**src/inc/mmdec_pkg.sv**
```systemverilog
// package: memory map constants, targets and request carriers for the decoder
package mmdec_pkg;
  // cpu byte map
  localparam logic [23:0] CPU_DUAL_BASE = 24'h000000;
  localparam logic [23:0] CPU_DUAL_LAST = 24'h00FFFF;
  localparam logic [23:0] CPU_MAPPED_LAST = 24'h0000BF;
  localparam logic [23:0] CPU_SINGLE_BASE = 24'h010000;
  localparam logic [23:0] CPU_SINGLE_LAST = 24'h04FFFF;
  localparam logic [23:0] CPU_EXT0_BASE = 24'h050000;
  localparam logic [23:0] CPU_EXT2_BASE = 24'h800000;
  localparam logic [23:0] CPU_EXT3_BASE = 24'hC00000;
  localparam logic [23:0] CPU_EXT4_BASE = 24'hE00000;
  localparam logic [23:0] CPU_EXT5_BASE = 24'hF00000;
  localparam logic [23:0] CPU_ROM_BASE = 24'hFE0000;
  // dma byte map
  localparam logic [31:0] DMA_DUAL_BASE = 32'h00010000;
  localparam logic [31:0] DMA_DUAL_LAST = 32'h0001FFFF;
  localparam logic [31:0] DMA_SINGLE_BASE = 32'h00090000;
  localparam logic [31:0] DMA_SINGLE_LAST = 32'h000CFFFF;
  // block geometry: 8k byte ram blocks, 32k byte rom blocks
  localparam int BLOCK_LSB = 13;
  localparam int DUAL_BLOCKS = 8;
  localparam int SINGLE_BLOCKS = 32;
  localparam int ROM_BLOCK_LSB = 15;
  // io word map, one entry per peripheral window
  localparam int IO_WINDOWS = 24;
  localparam logic [15:0] IO_BASE [IO_WINDOWS] = '{
    16'h0000, 16'h0C00, 16'h0D00, 16'h0E00, 16'h0F00, 16'h1000, 16'h1800, 16'h1840,
    16'h1880, 16'h1900, 16'h1A00, 16'h1B00, 16'h1C00, 16'h2800, 16'h2A00, 16'h2B00,
    16'h2E00, 16'h3000, 16'h3400, 16'h3A00, 16'h3B00, 16'h4000, 16'h6000, 16'h7000};
  localparam logic [15:0] IO_LAST [IO_WINDOWS] = '{
    16'h0004, 16'h0C7F, 16'h0D7F, 16'h0E7F, 16'h0F7F, 16'h10DD, 16'h181F, 16'h185F,
    16'h189F, 16'h197F, 16'h1A6C, 16'h1B1F, 16'h1CFF, 16'h2840, 16'h2A40, 16'h2B40,
    16'h2E81, 16'h300F, 16'h3749, 16'h3A7F, 16'h3B7F, 16'h407F, 16'h60FF, 16'h70FF};
  // windows that dma may reach (bit n = window n); usb window handled apart
  // memory port, i2c, uart, three i2s, multichannel spi, two cards, serial port and its dma, adc
  localparam logic [IO_WINDOWS-1:0] IO_DMA_OK = 24'hFCEC20;
  localparam logic [15:0] IO_USB_BASE = 16'h8000;
  localparam logic [4:0] IO_NONE = 5'h1F;
  localparam logic [4:0] IO_USB = 5'h18;
  localparam logic RESET_REMAP = 1'b0;

  typedef enum logic [3:0] {
    MMDEC_T_NONE, MMDEC_T_MAPPED, MMDEC_T_DUAL, MMDEC_T_SINGLE, MMDEC_T_ROM,
    MMDEC_T_EXT0, MMDEC_T_EXT2, MMDEC_T_EXT3, MMDEC_T_EXT4, MMDEC_T_EXT5
  } mmdec_target_e;

  typedef struct packed {
    logic valid;
    logic write;
    logic [31:0] addr;
  } mmdec_req_s;

  typedef struct packed {
    mmdec_target_e target;
    logic [4:0] block;
  } mmdec_route_s;
endpackage : mmdec_pkg

```
**src/rtl/mmdec_router.sv**
```systemverilog
// module: memory map router for cpu program/data, dma and usb dma masters
`timescale 1ns/1ps
module mmdec_router #(
  parameter int MASTERS = 4
) (
  // clock and reset
  input wire logic clk_i,
  input wire logic rst_i,
  // remap select control: software write and reset instruction
  input wire logic remap_we_i,
  input wire logic remap_wdata_i,
  input wire logic soft_reset_i,
  // memory requests: 0 program, 1 data, 2 dma, 3 usb dma
  input mmdec_pkg::mmdec_req_s mem_req_i [MASTERS],
  // io request, one per cycle
  input wire logic io_valid_i,
  input wire logic io_write_i,
  input wire logic io_from_dma_i,
  input wire logic [15:0] io_addr_i,
  // memory routing results, registered
  output mmdec_pkg::mmdec_route_s mem_route_o [MASTERS],
  output logic [MASTERS-1:0] mem_grant_o,
  output logic [MASTERS-1:0] mem_stall_o,
  output logic [MASTERS-1:0] ext_select_o [5],
  // io routing results, registered
  output logic io_grant_o,
  output logic [4:0] io_window_o,
  output logic io_reserved_o,
  output logic io_read_zero_o,
  // remap select state
  output logic rom_remap_select_o
);
  logic rom_remap_select;
  logic next_remap;
  mmdec_pkg::mmdec_route_s route [MASTERS];
  logic [MASTERS-1:0] want_single;
  logic [MASTERS-1:0] want_dual;
  logic [MASTERS-1:0] grant;
  logic [MASTERS-1:0] stall;
  logic [MASTERS-1:0] ext_sel [5];
  logic [4:0] io_window;
  logic io_hit;
  logic io_take;
  localparam int SINGLE_W = mmdec_pkg::SINGLE_BLOCKS;

  // remap select: hardware reset clears it, soft reset instruction leaves it
  assign next_remap = remap_we_i ? remap_wdata_i : rom_remap_select;
  always_ff @(posedge clk_i or posedge rst_i) begin
    if (rst_i) begin
      rom_remap_select <= mmdec_pkg::RESET_REMAP;
    end else begin
      rom_remap_select <= next_remap;
    end
  end

  // one decoder per master; ports 2 and up are dma masters
  genvar m;
  generate
    for (m = 0; m < MASTERS; m++) begin : g_dec
      mmdec_addr_decode #(
        .IS_DMA(m >= 2)
      ) u_dec (
        .addr_i(mem_req_i[m].addr),
        .remap_i(rom_remap_select),
        .route_o(route[m])
      );
      assign want_single[m] = mem_req_i[m].valid && (route[m].target == mmdec_pkg::MMDEC_T_SINGLE);
      assign want_dual[m] = mem_req_i[m].valid && (route[m].target == mmdec_pkg::MMDEC_T_DUAL);
      // external selects, one per chip-select space
      assign ext_sel[0][m] = mem_req_i[m].valid && (route[m].target == mmdec_pkg::MMDEC_T_EXT0);
      assign ext_sel[1][m] = mem_req_i[m].valid && (route[m].target == mmdec_pkg::MMDEC_T_EXT2);
      assign ext_sel[2][m] = mem_req_i[m].valid && (route[m].target == mmdec_pkg::MMDEC_T_EXT3);
      assign ext_sel[3][m] = mem_req_i[m].valid && (route[m].target == mmdec_pkg::MMDEC_T_EXT4);
      assign ext_sel[4][m] = mem_req_i[m].valid && (route[m].target == mmdec_pkg::MMDEC_T_EXT5);
    end
  endgenerate

  // fixed priority per block: lower master index wins, later ones wait a cycle.
  // dual ram takes two per block; more than two on one block also waits.
  always_comb begin
    logic [SINGLE_W-1:0] single_busy;
    logic [1:0] dual_used [mmdec_pkg::DUAL_BLOCKS];
    single_busy = '0;
    for (int b = 0; b < mmdec_pkg::DUAL_BLOCKS; b++) begin
      dual_used[b] = 2'b00;
    end
    grant = '0;
    stall = '0;
    for (int i = 0; i < MASTERS; i++) begin
      if (want_single[i]) begin
        if (single_busy[route[i].block]) begin
          stall[i] = 1'b1;
        end else begin
          single_busy[route[i].block] = 1'b1;
          grant[i] = 1'b1;
        end
      end else if (want_dual[i]) begin
        if (dual_used[route[i].block[2:0]] == 2'd2) begin
          stall[i] = 1'b1;
        end else begin
          dual_used[route[i].block[2:0]] = dual_used[route[i].block[2:0]] + 2'd1;
          grant[i] = 1'b1;
        end
      end else if (mem_req_i[i].valid && route[i].target != mmdec_pkg::MMDEC_T_NONE) begin
        grant[i] = 1'b1;
      end
    end
  end

  // io space: own decoder, reserved words answered at once
  mmdec_io_decode u_io (
    .addr_i(io_addr_i),
    .from_dma_i(io_from_dma_i),
    .window_o(io_window),
    .hit_o(io_hit)
  );
  assign io_take = io_valid_i;

  // registered results; stalled masters simply re-present next cycle
  always_ff @(posedge clk_i or posedge rst_i) begin
    if (rst_i) begin
      mem_grant_o <= '0;
      mem_stall_o <= '0;
      io_grant_o <= 1'b0;
      io_window_o <= mmdec_pkg::IO_NONE;
      io_reserved_o <= 1'b0;
      io_read_zero_o <= 1'b0;
      rom_remap_select_o <= mmdec_pkg::RESET_REMAP;
      for (int i = 0; i < MASTERS; i++) begin
        mem_route_o[i] <= '{target: mmdec_pkg::MMDEC_T_NONE, block: 5'h00};
      end
      for (int s = 0; s < 5; s++) begin
        ext_select_o[s] <= '0;
      end
    end else begin
      mem_grant_o <= grant;
      mem_stall_o <= stall;
      io_grant_o <= io_take;
      io_window_o <= io_hit ? io_window : mmdec_pkg::IO_NONE;
      io_reserved_o <= io_take && !io_hit;
      io_read_zero_o <= io_take && !io_hit && !io_write_i;
      rom_remap_select_o <= next_remap;
      for (int i = 0; i < MASTERS; i++) begin
        mem_route_o[i] <= route[i];
      end
      for (int s = 0; s < 5; s++) begin
        ext_select_o[s] <= ext_sel[s] & grant;
      end
    end
  end
endmodule : mmdec_router

```
**src/rtl/mmdec_addr_decode.sv**
```systemverilog
// module: combinational byte address decoder for one master port
`timescale 1ns/1ps
module mmdec_addr_decode #(
  parameter bit IS_DMA = 1'b0
) (
  // request
  input wire logic [31:0] addr_i,
  input wire logic remap_i,
  // route
  output mmdec_pkg::mmdec_route_s route_o
);
  logic [23:0] a;
  logic in_dual_dma;
  logic in_single_dma;
  logic [31:0] dual_off;
  logic [31:0] single_off;

  // dma view is the cpu view shifted to its own base
  assign a = addr_i[23:0];
  assign in_dual_dma = (addr_i >= mmdec_pkg::DMA_DUAL_BASE) && (addr_i <= mmdec_pkg::DMA_DUAL_LAST);
  assign in_single_dma = (addr_i >= mmdec_pkg::DMA_SINGLE_BASE) && (addr_i <= mmdec_pkg::DMA_SINGLE_LAST);
  assign dual_off = addr_i - mmdec_pkg::DMA_DUAL_BASE;
  assign single_off = addr_i - mmdec_pkg::DMA_SINGLE_BASE;

  // priority chain over the 16m byte unified map
  always_comb begin
    route_o.target = mmdec_pkg::MMDEC_T_NONE;
    route_o.block = 5'h00;
    if (IS_DMA) begin
      // dma never reaches rom; the bottom of its dual range reaches the register area
      if (in_dual_dma) begin
        route_o.target = (dual_off[15:0] <= 16'h00BF) ? mmdec_pkg::MMDEC_T_MAPPED : mmdec_pkg::MMDEC_T_DUAL;
        route_o.block = {2'b00, dual_off[15:13]};
      end else if (in_single_dma) begin
        route_o.target = mmdec_pkg::MMDEC_T_SINGLE;
        route_o.block = single_off[17:13];
      end
    end else if (addr_i[31:24] != 8'h00) begin
      route_o.target = mmdec_pkg::MMDEC_T_NONE;
    end else if (a <= mmdec_pkg::CPU_MAPPED_LAST) begin
      route_o.target = mmdec_pkg::MMDEC_T_MAPPED;
    end else if (a <= mmdec_pkg::CPU_DUAL_LAST) begin
      route_o.target = mmdec_pkg::MMDEC_T_DUAL;
      route_o.block = {2'b00, a[15:13]};
    end else if (a <= mmdec_pkg::CPU_SINGLE_LAST) begin
      route_o.target = mmdec_pkg::MMDEC_T_SINGLE;
      route_o.block = 5'((a - mmdec_pkg::CPU_SINGLE_BASE) >> mmdec_pkg::BLOCK_LSB);
    end else if (a < mmdec_pkg::CPU_EXT2_BASE) begin
      route_o.target = mmdec_pkg::MMDEC_T_EXT0;
    end else if (a < mmdec_pkg::CPU_EXT3_BASE) begin
      route_o.target = mmdec_pkg::MMDEC_T_EXT2;
    end else if (a < mmdec_pkg::CPU_EXT4_BASE) begin
      route_o.target = mmdec_pkg::MMDEC_T_EXT3;
    end else if (a < mmdec_pkg::CPU_EXT5_BASE) begin
      route_o.target = mmdec_pkg::MMDEC_T_EXT4;
    end else if (a < mmdec_pkg::CPU_ROM_BASE || remap_i) begin
      route_o.target = mmdec_pkg::MMDEC_T_EXT5;
    end else begin
      route_o.target = mmdec_pkg::MMDEC_T_ROM;
      route_o.block = {3'b000, a[16:15]};
    end
  end
endmodule : mmdec_addr_decode

```
**src/rtl/mmdec_io_decode.sv**
```systemverilog
// module: io space word address decoder into peripheral windows
`timescale 1ns/1ps
module mmdec_io_decode (
  // request
  input wire logic [15:0] addr_i,
  input wire logic from_dma_i,
  // result
  output logic [4:0] window_o,
  output logic hit_o
);
  logic [mmdec_pkg::IO_WINDOWS-1:0] in_win;
  logic usb_hit;

  // one comparator pair per window
  genvar g;
  generate
    for (g = 0; g < mmdec_pkg::IO_WINDOWS; g++) begin : g_win
      assign in_win[g] = (addr_i >= mmdec_pkg::IO_BASE[g]) && (addr_i <= mmdec_pkg::IO_LAST[g]) &&
                         (!from_dma_i || mmdec_pkg::IO_DMA_OK[g]);
    end
  endgenerate
  assign usb_hit = addr_i >= mmdec_pkg::IO_USB_BASE;

  // windows never overlap, so the encoder is one-hot safe
  always_comb begin
    window_o = mmdec_pkg::IO_NONE;
    hit_o = 1'b0;
    if (usb_hit) begin
      window_o = mmdec_pkg::IO_USB;
      hit_o = 1'b1;
    end
    for (int i = 0; i < mmdec_pkg::IO_WINDOWS; i++) begin
      if (in_win[i]) begin
        window_o = 5'(i);
        hit_o = 1'b1;
      end
    end
  end
endmodule : mmdec_io_decode

```
**config.mk**
```make
export PLATFORM = sky130hd
export DESIGN_NAME = mmdec_router
export DESIGN_NICKNAME = d
export VERILOG_FILES = /design/src/inc/mmdec_pkg.sv /design/src/rtl/mmdec_router.sv /design/src/rtl/mmdec_addr_decode.sv /design/src/rtl/mmdec_io_decode.sv
export SDC_FILE = /design/constraint.sdc
export NUM_CORES = 1
export LEC_CHECK = 0
export BUFFER_PORTS_ARGS = -buffer_cell sky130_fd_sc_hd__buf_2
export CORE_UTILIZATION = 48
export DETAILED_ROUTE_END_ITERATION = 6
export PLACE_DENSITY = 0.76
export SLEW_MARGIN = 20
export SYNTH_ARGS = -nofsm -noshare
export SYNTH_HDL_FRONTEND = slang
export SYNTH_HIERARCHICAL = 1
export SYNTH_SLANG_ARGS = --single-unit
```
**constraint.sdc**
```tcl
create_clock -name clk_i -period 13.2 [get_ports clk_i]
set_input_delay 0 -clock clk_i [delete_from_list [all_inputs] [get_ports clk_i]]
set_output_delay 0 -clock clk_i [all_outputs]
set_load 0.02 [all_outputs]
```
==> impl_metrics.csv <==
group,metric,value,unit
yosys,ys_seq_area_share,25.2,%
layout,antenna_cells,0,
yosys,yosysWarnings,6,
layout,num-fill-cells,1344,
power_and_ir_drop,pwr_density_cell,64.2,mW/mm^2
grt,grt.total_usage,33.6,%
critical_path,endpoint_kind,"flop",
timing,fin_crit_sh,49.0,%
critical_path,cp.required,13.44,ns
run_status,status,"finished with violations",
timing,hold_slack,0.0315,ns
grt,grt_busiest_layer,"met2",
cts,clkLatencyLatePin,0.35,ns
cts,cts_setup_buffers,0,
timing,finClkSkew,0.0102,ns
routing,vias,8639,
floorplan,rows,44,
timing,setup_tns,0,ns
floorplan,coreArea,0.0145,sq mm
placement,port_buffers,214,
critical_path,max_stage_delay,0.72,ns
worst_hold_path,hp-class,"primary input to flop",
grt,grt_use_met1,41.1,%
critical_path,r2r_setup_slack,7.26,ns
floorplan,ios,233,
cts,cts_root_buf,"clkbuf_16",
cts,cts_tree,"built",
timing,slew_viol_final,0,
grt,met3_usage,8.71,%
yosys,netlist_area,0.00717,sq mm
yosys,synth_cells,919,
routing,firstDrtPassIters,7,
cts,clock_path_buffers,2,
timing,slew-limit-headroom,25.1,%
floorplan,initial_utilization,49.3,%
run_status,violations,"DRC",
placement,routabilityCongestion,1.02,
routing,vias_per_cell,6.61,
grt,grt_max_degree,73,
layout,regArea,0.00181,sq mm
floorplan,fp.dieH,124,um
yosys,synth.distinct_cells,107,
timing,hold_viol,0,
grt,first_global_vias,8129,
yosys,async_reset_ff_share,100,%
layout,nNetsFinal,1287,
run,drv_cap,0,
yosys,synth-edff-count,0,
power_and_ir_drop,leakage,3.71,nW
routing,route.detailed.drc,2,
grt,use_met2,54.0,%
critical_path,critPathSlowestCell,"o21ai_0",
yosys,synth_top_flop_cell,"dfrtp_1",
layout,multiInputGateArea,0.00499,sq mm
floorplan,die_w,124,um
critical_path,startpoint_type,"primary input",
placement,dp_hpwl,19700,um
layout,area_growth,22.7,%
cts,cts_sinks,72,
timing,finalSetupViolCount,0,
timing,fmax,155,MHz
cts,cts.htree.levels,3,
yosys,syn_area_per_cell,7.80,sq um
timing,fin_crit,6.47,ns
grt,gr-total-overflow,0,
timing,grt_setup_unrepaired,"false",
power_and_ir_drop,irDropWorstVdd,47.6,uV
grt,grt_pass1_wl,41700,um
routing,ant_nets,0,
yosys,ys_seq_elements,72,
grt,antenna_found_initial,0,
timing,worst_pin_slew,1.12,ns
layout,drive_gt1_share,28.4,%
critical_path,path_class,"primary input to flop",
routing,wirelength,26200,um
critical_path,crit_fanout,21,
cts,clk_pin_slew,0.06,ns
routing,drtIter0Drc,1078,
routing,wl_per_cell,20.0,um
floorplan,dieArea,0.0154,sq mm
cts,cts_made_buffers,9,
critical_path,worstPathArrival,6.71,ns
[power by group]
| group | switching, mW | internal (mW) | total (mW) | leakage [nW] |
|---|---|---|---|---|
| combinational | 0.0422 | 0.0319 | 0.0740 | 2.59 |
| clock | 0.0998 | 0.166 | 0.266 | 0.153 |
| sequential | 0.000962 | 0.224 | 0.225 | 0.969 |
[cell usage in the layout, fill, tap and decap left out, types with 23 or more instances in the layout]
master and instances:
nor2_1 90, nand2_1 92, nor2b_1 27, a21oi_1 36, o21ai_0 44, nand3_1 32, nor3_1 36, inv_1 23
dfrtp_1 67, buf_2 214, nor4_1 32
[worst paths after layout]
kind                                                 from  depth (start not counted)                         end
setup / recovery                            mem_req_i[88]                         25    mem_grant_o[3]$_DFF_PP0_
hold / removal                             mem_req_i[132]                          4   mem_route_o[32]$_DFF_PP0_
setup reg to reg           rom_remap_select_o$_DFFE_PP0P_                         20    mem_grant_o[3]$_DFF_PP0_
hold reg to reg            rom_remap_select_o$_DFFE_PP0P_                          2   mem_route_o[26]$_DFF_PP0_
max in group asynchronous                           rst_i                          4    mem_grant_o[3]$_DFF_PP0_
min in group asynchronous                           rst_i                          4  ext_select_o[16]$_DFF_PP0_
[synthesized netlist by cell type (12+ instances only)]
cell / instances / area (sq um)
nand2b_1: 18 / 113
inv_1: 24 / 90.1
nand4_1: 16 / 100
and3_1: 15 / 93.8
nor3b_1: 12 / 90.1
nor4_1: 32 / 200
o211ai_1: 15 / 113
nand2_1: 92 / 345
a211oi_1: 16 / 120
o21ai_0: 44 / 220
a21oi_1: 36 / 180
buf_2: 14 / 70.1
nand3_1: 32 / 160
nor2b_1: 28 / 175
clkbuf_1: 35 / 131
a22oi_1: 13 / 97.6
a31oi_1: 18 / 113
nor2_1: 90 / 338
dfrtp_1: 67 / 1680
o22ai_1: 12 / 75.1
nor3_1: 36 / 180
[what timing repair did]
item                      CTS  global route
hold buffers               14             0
hold endpoints to repair   86             0
gates resized for setup     0             0
[per-stage QoR]
step	util, %	instances	cell area (sq um)	setup slack [ns]	power [mW]
3_3_place_gp	57.4	1277	8340	7.24	0.298
4_1_cts	60.6	1307	8800	6.97	0.569
5_1_grt	60.6	1307	8800	6.40	0.588
6_report	60.6	1307	8800	6.73	0.565
2_1_floorplan	-	921	7180	8.14	0.263
3_5_place_dp	57.4	1277	8340	7.18	0.299
[metal layers]
metal  vias up  part of all wire [%]
met5         -                     0
met4         0                   5.0
met3       117                    11
met2       564                    46
met1      4008                    38
li1       3950                     -
[flip-flops by register name, summed over array words and instances, names as in the netlist]
signal and cells:
io_read_zero_o 1, rom_remap_select_o 1, mem_route_o 36, mem_grant_o 4, ext_select_o 20, io_window_o 5, mem_stall_o 3, io_reserved_o 1
io_grant_o 1
[layout make-up]
type | instances | area share [%]
sequential | 72 | 20.5
inverter | 26 | 1.12
tap | 184 | 2.62
clock inverter | 6 | 1.02
clock buffer | 10 | 2.60
multi-input combinational | 762 | 56.7
timing repair buffer | 247 | 15.4
[cells by family after synthesis]
family                     after synthesis  synth area share, %
AOI/OAI and AO/OA                      261                 27.4
other                                    3                0.157
and+or+nand+nor                        471                 37.9
DFF                                     72                 25.2
buffers and inverters                   87                 5.32
muxes                                    6                 1.22
adders and majority gates                9                 1.57
xor gates and xnor gates                10                 1.22
[worst max-delay path: cells and delay by family]
kind / cells / cell delay (ns)
buffers and inverters: 3 / 0.89
AOI/OAI and AO/OA: 8 / 2.14
and+or+nand+nor: 11 / 3.00
xor gates and xnor gates: 1 / 0.20
adders and majority gates: 1 / 0.19
muxes: 1 / 0.27
(Power assumes the default switching activity.)
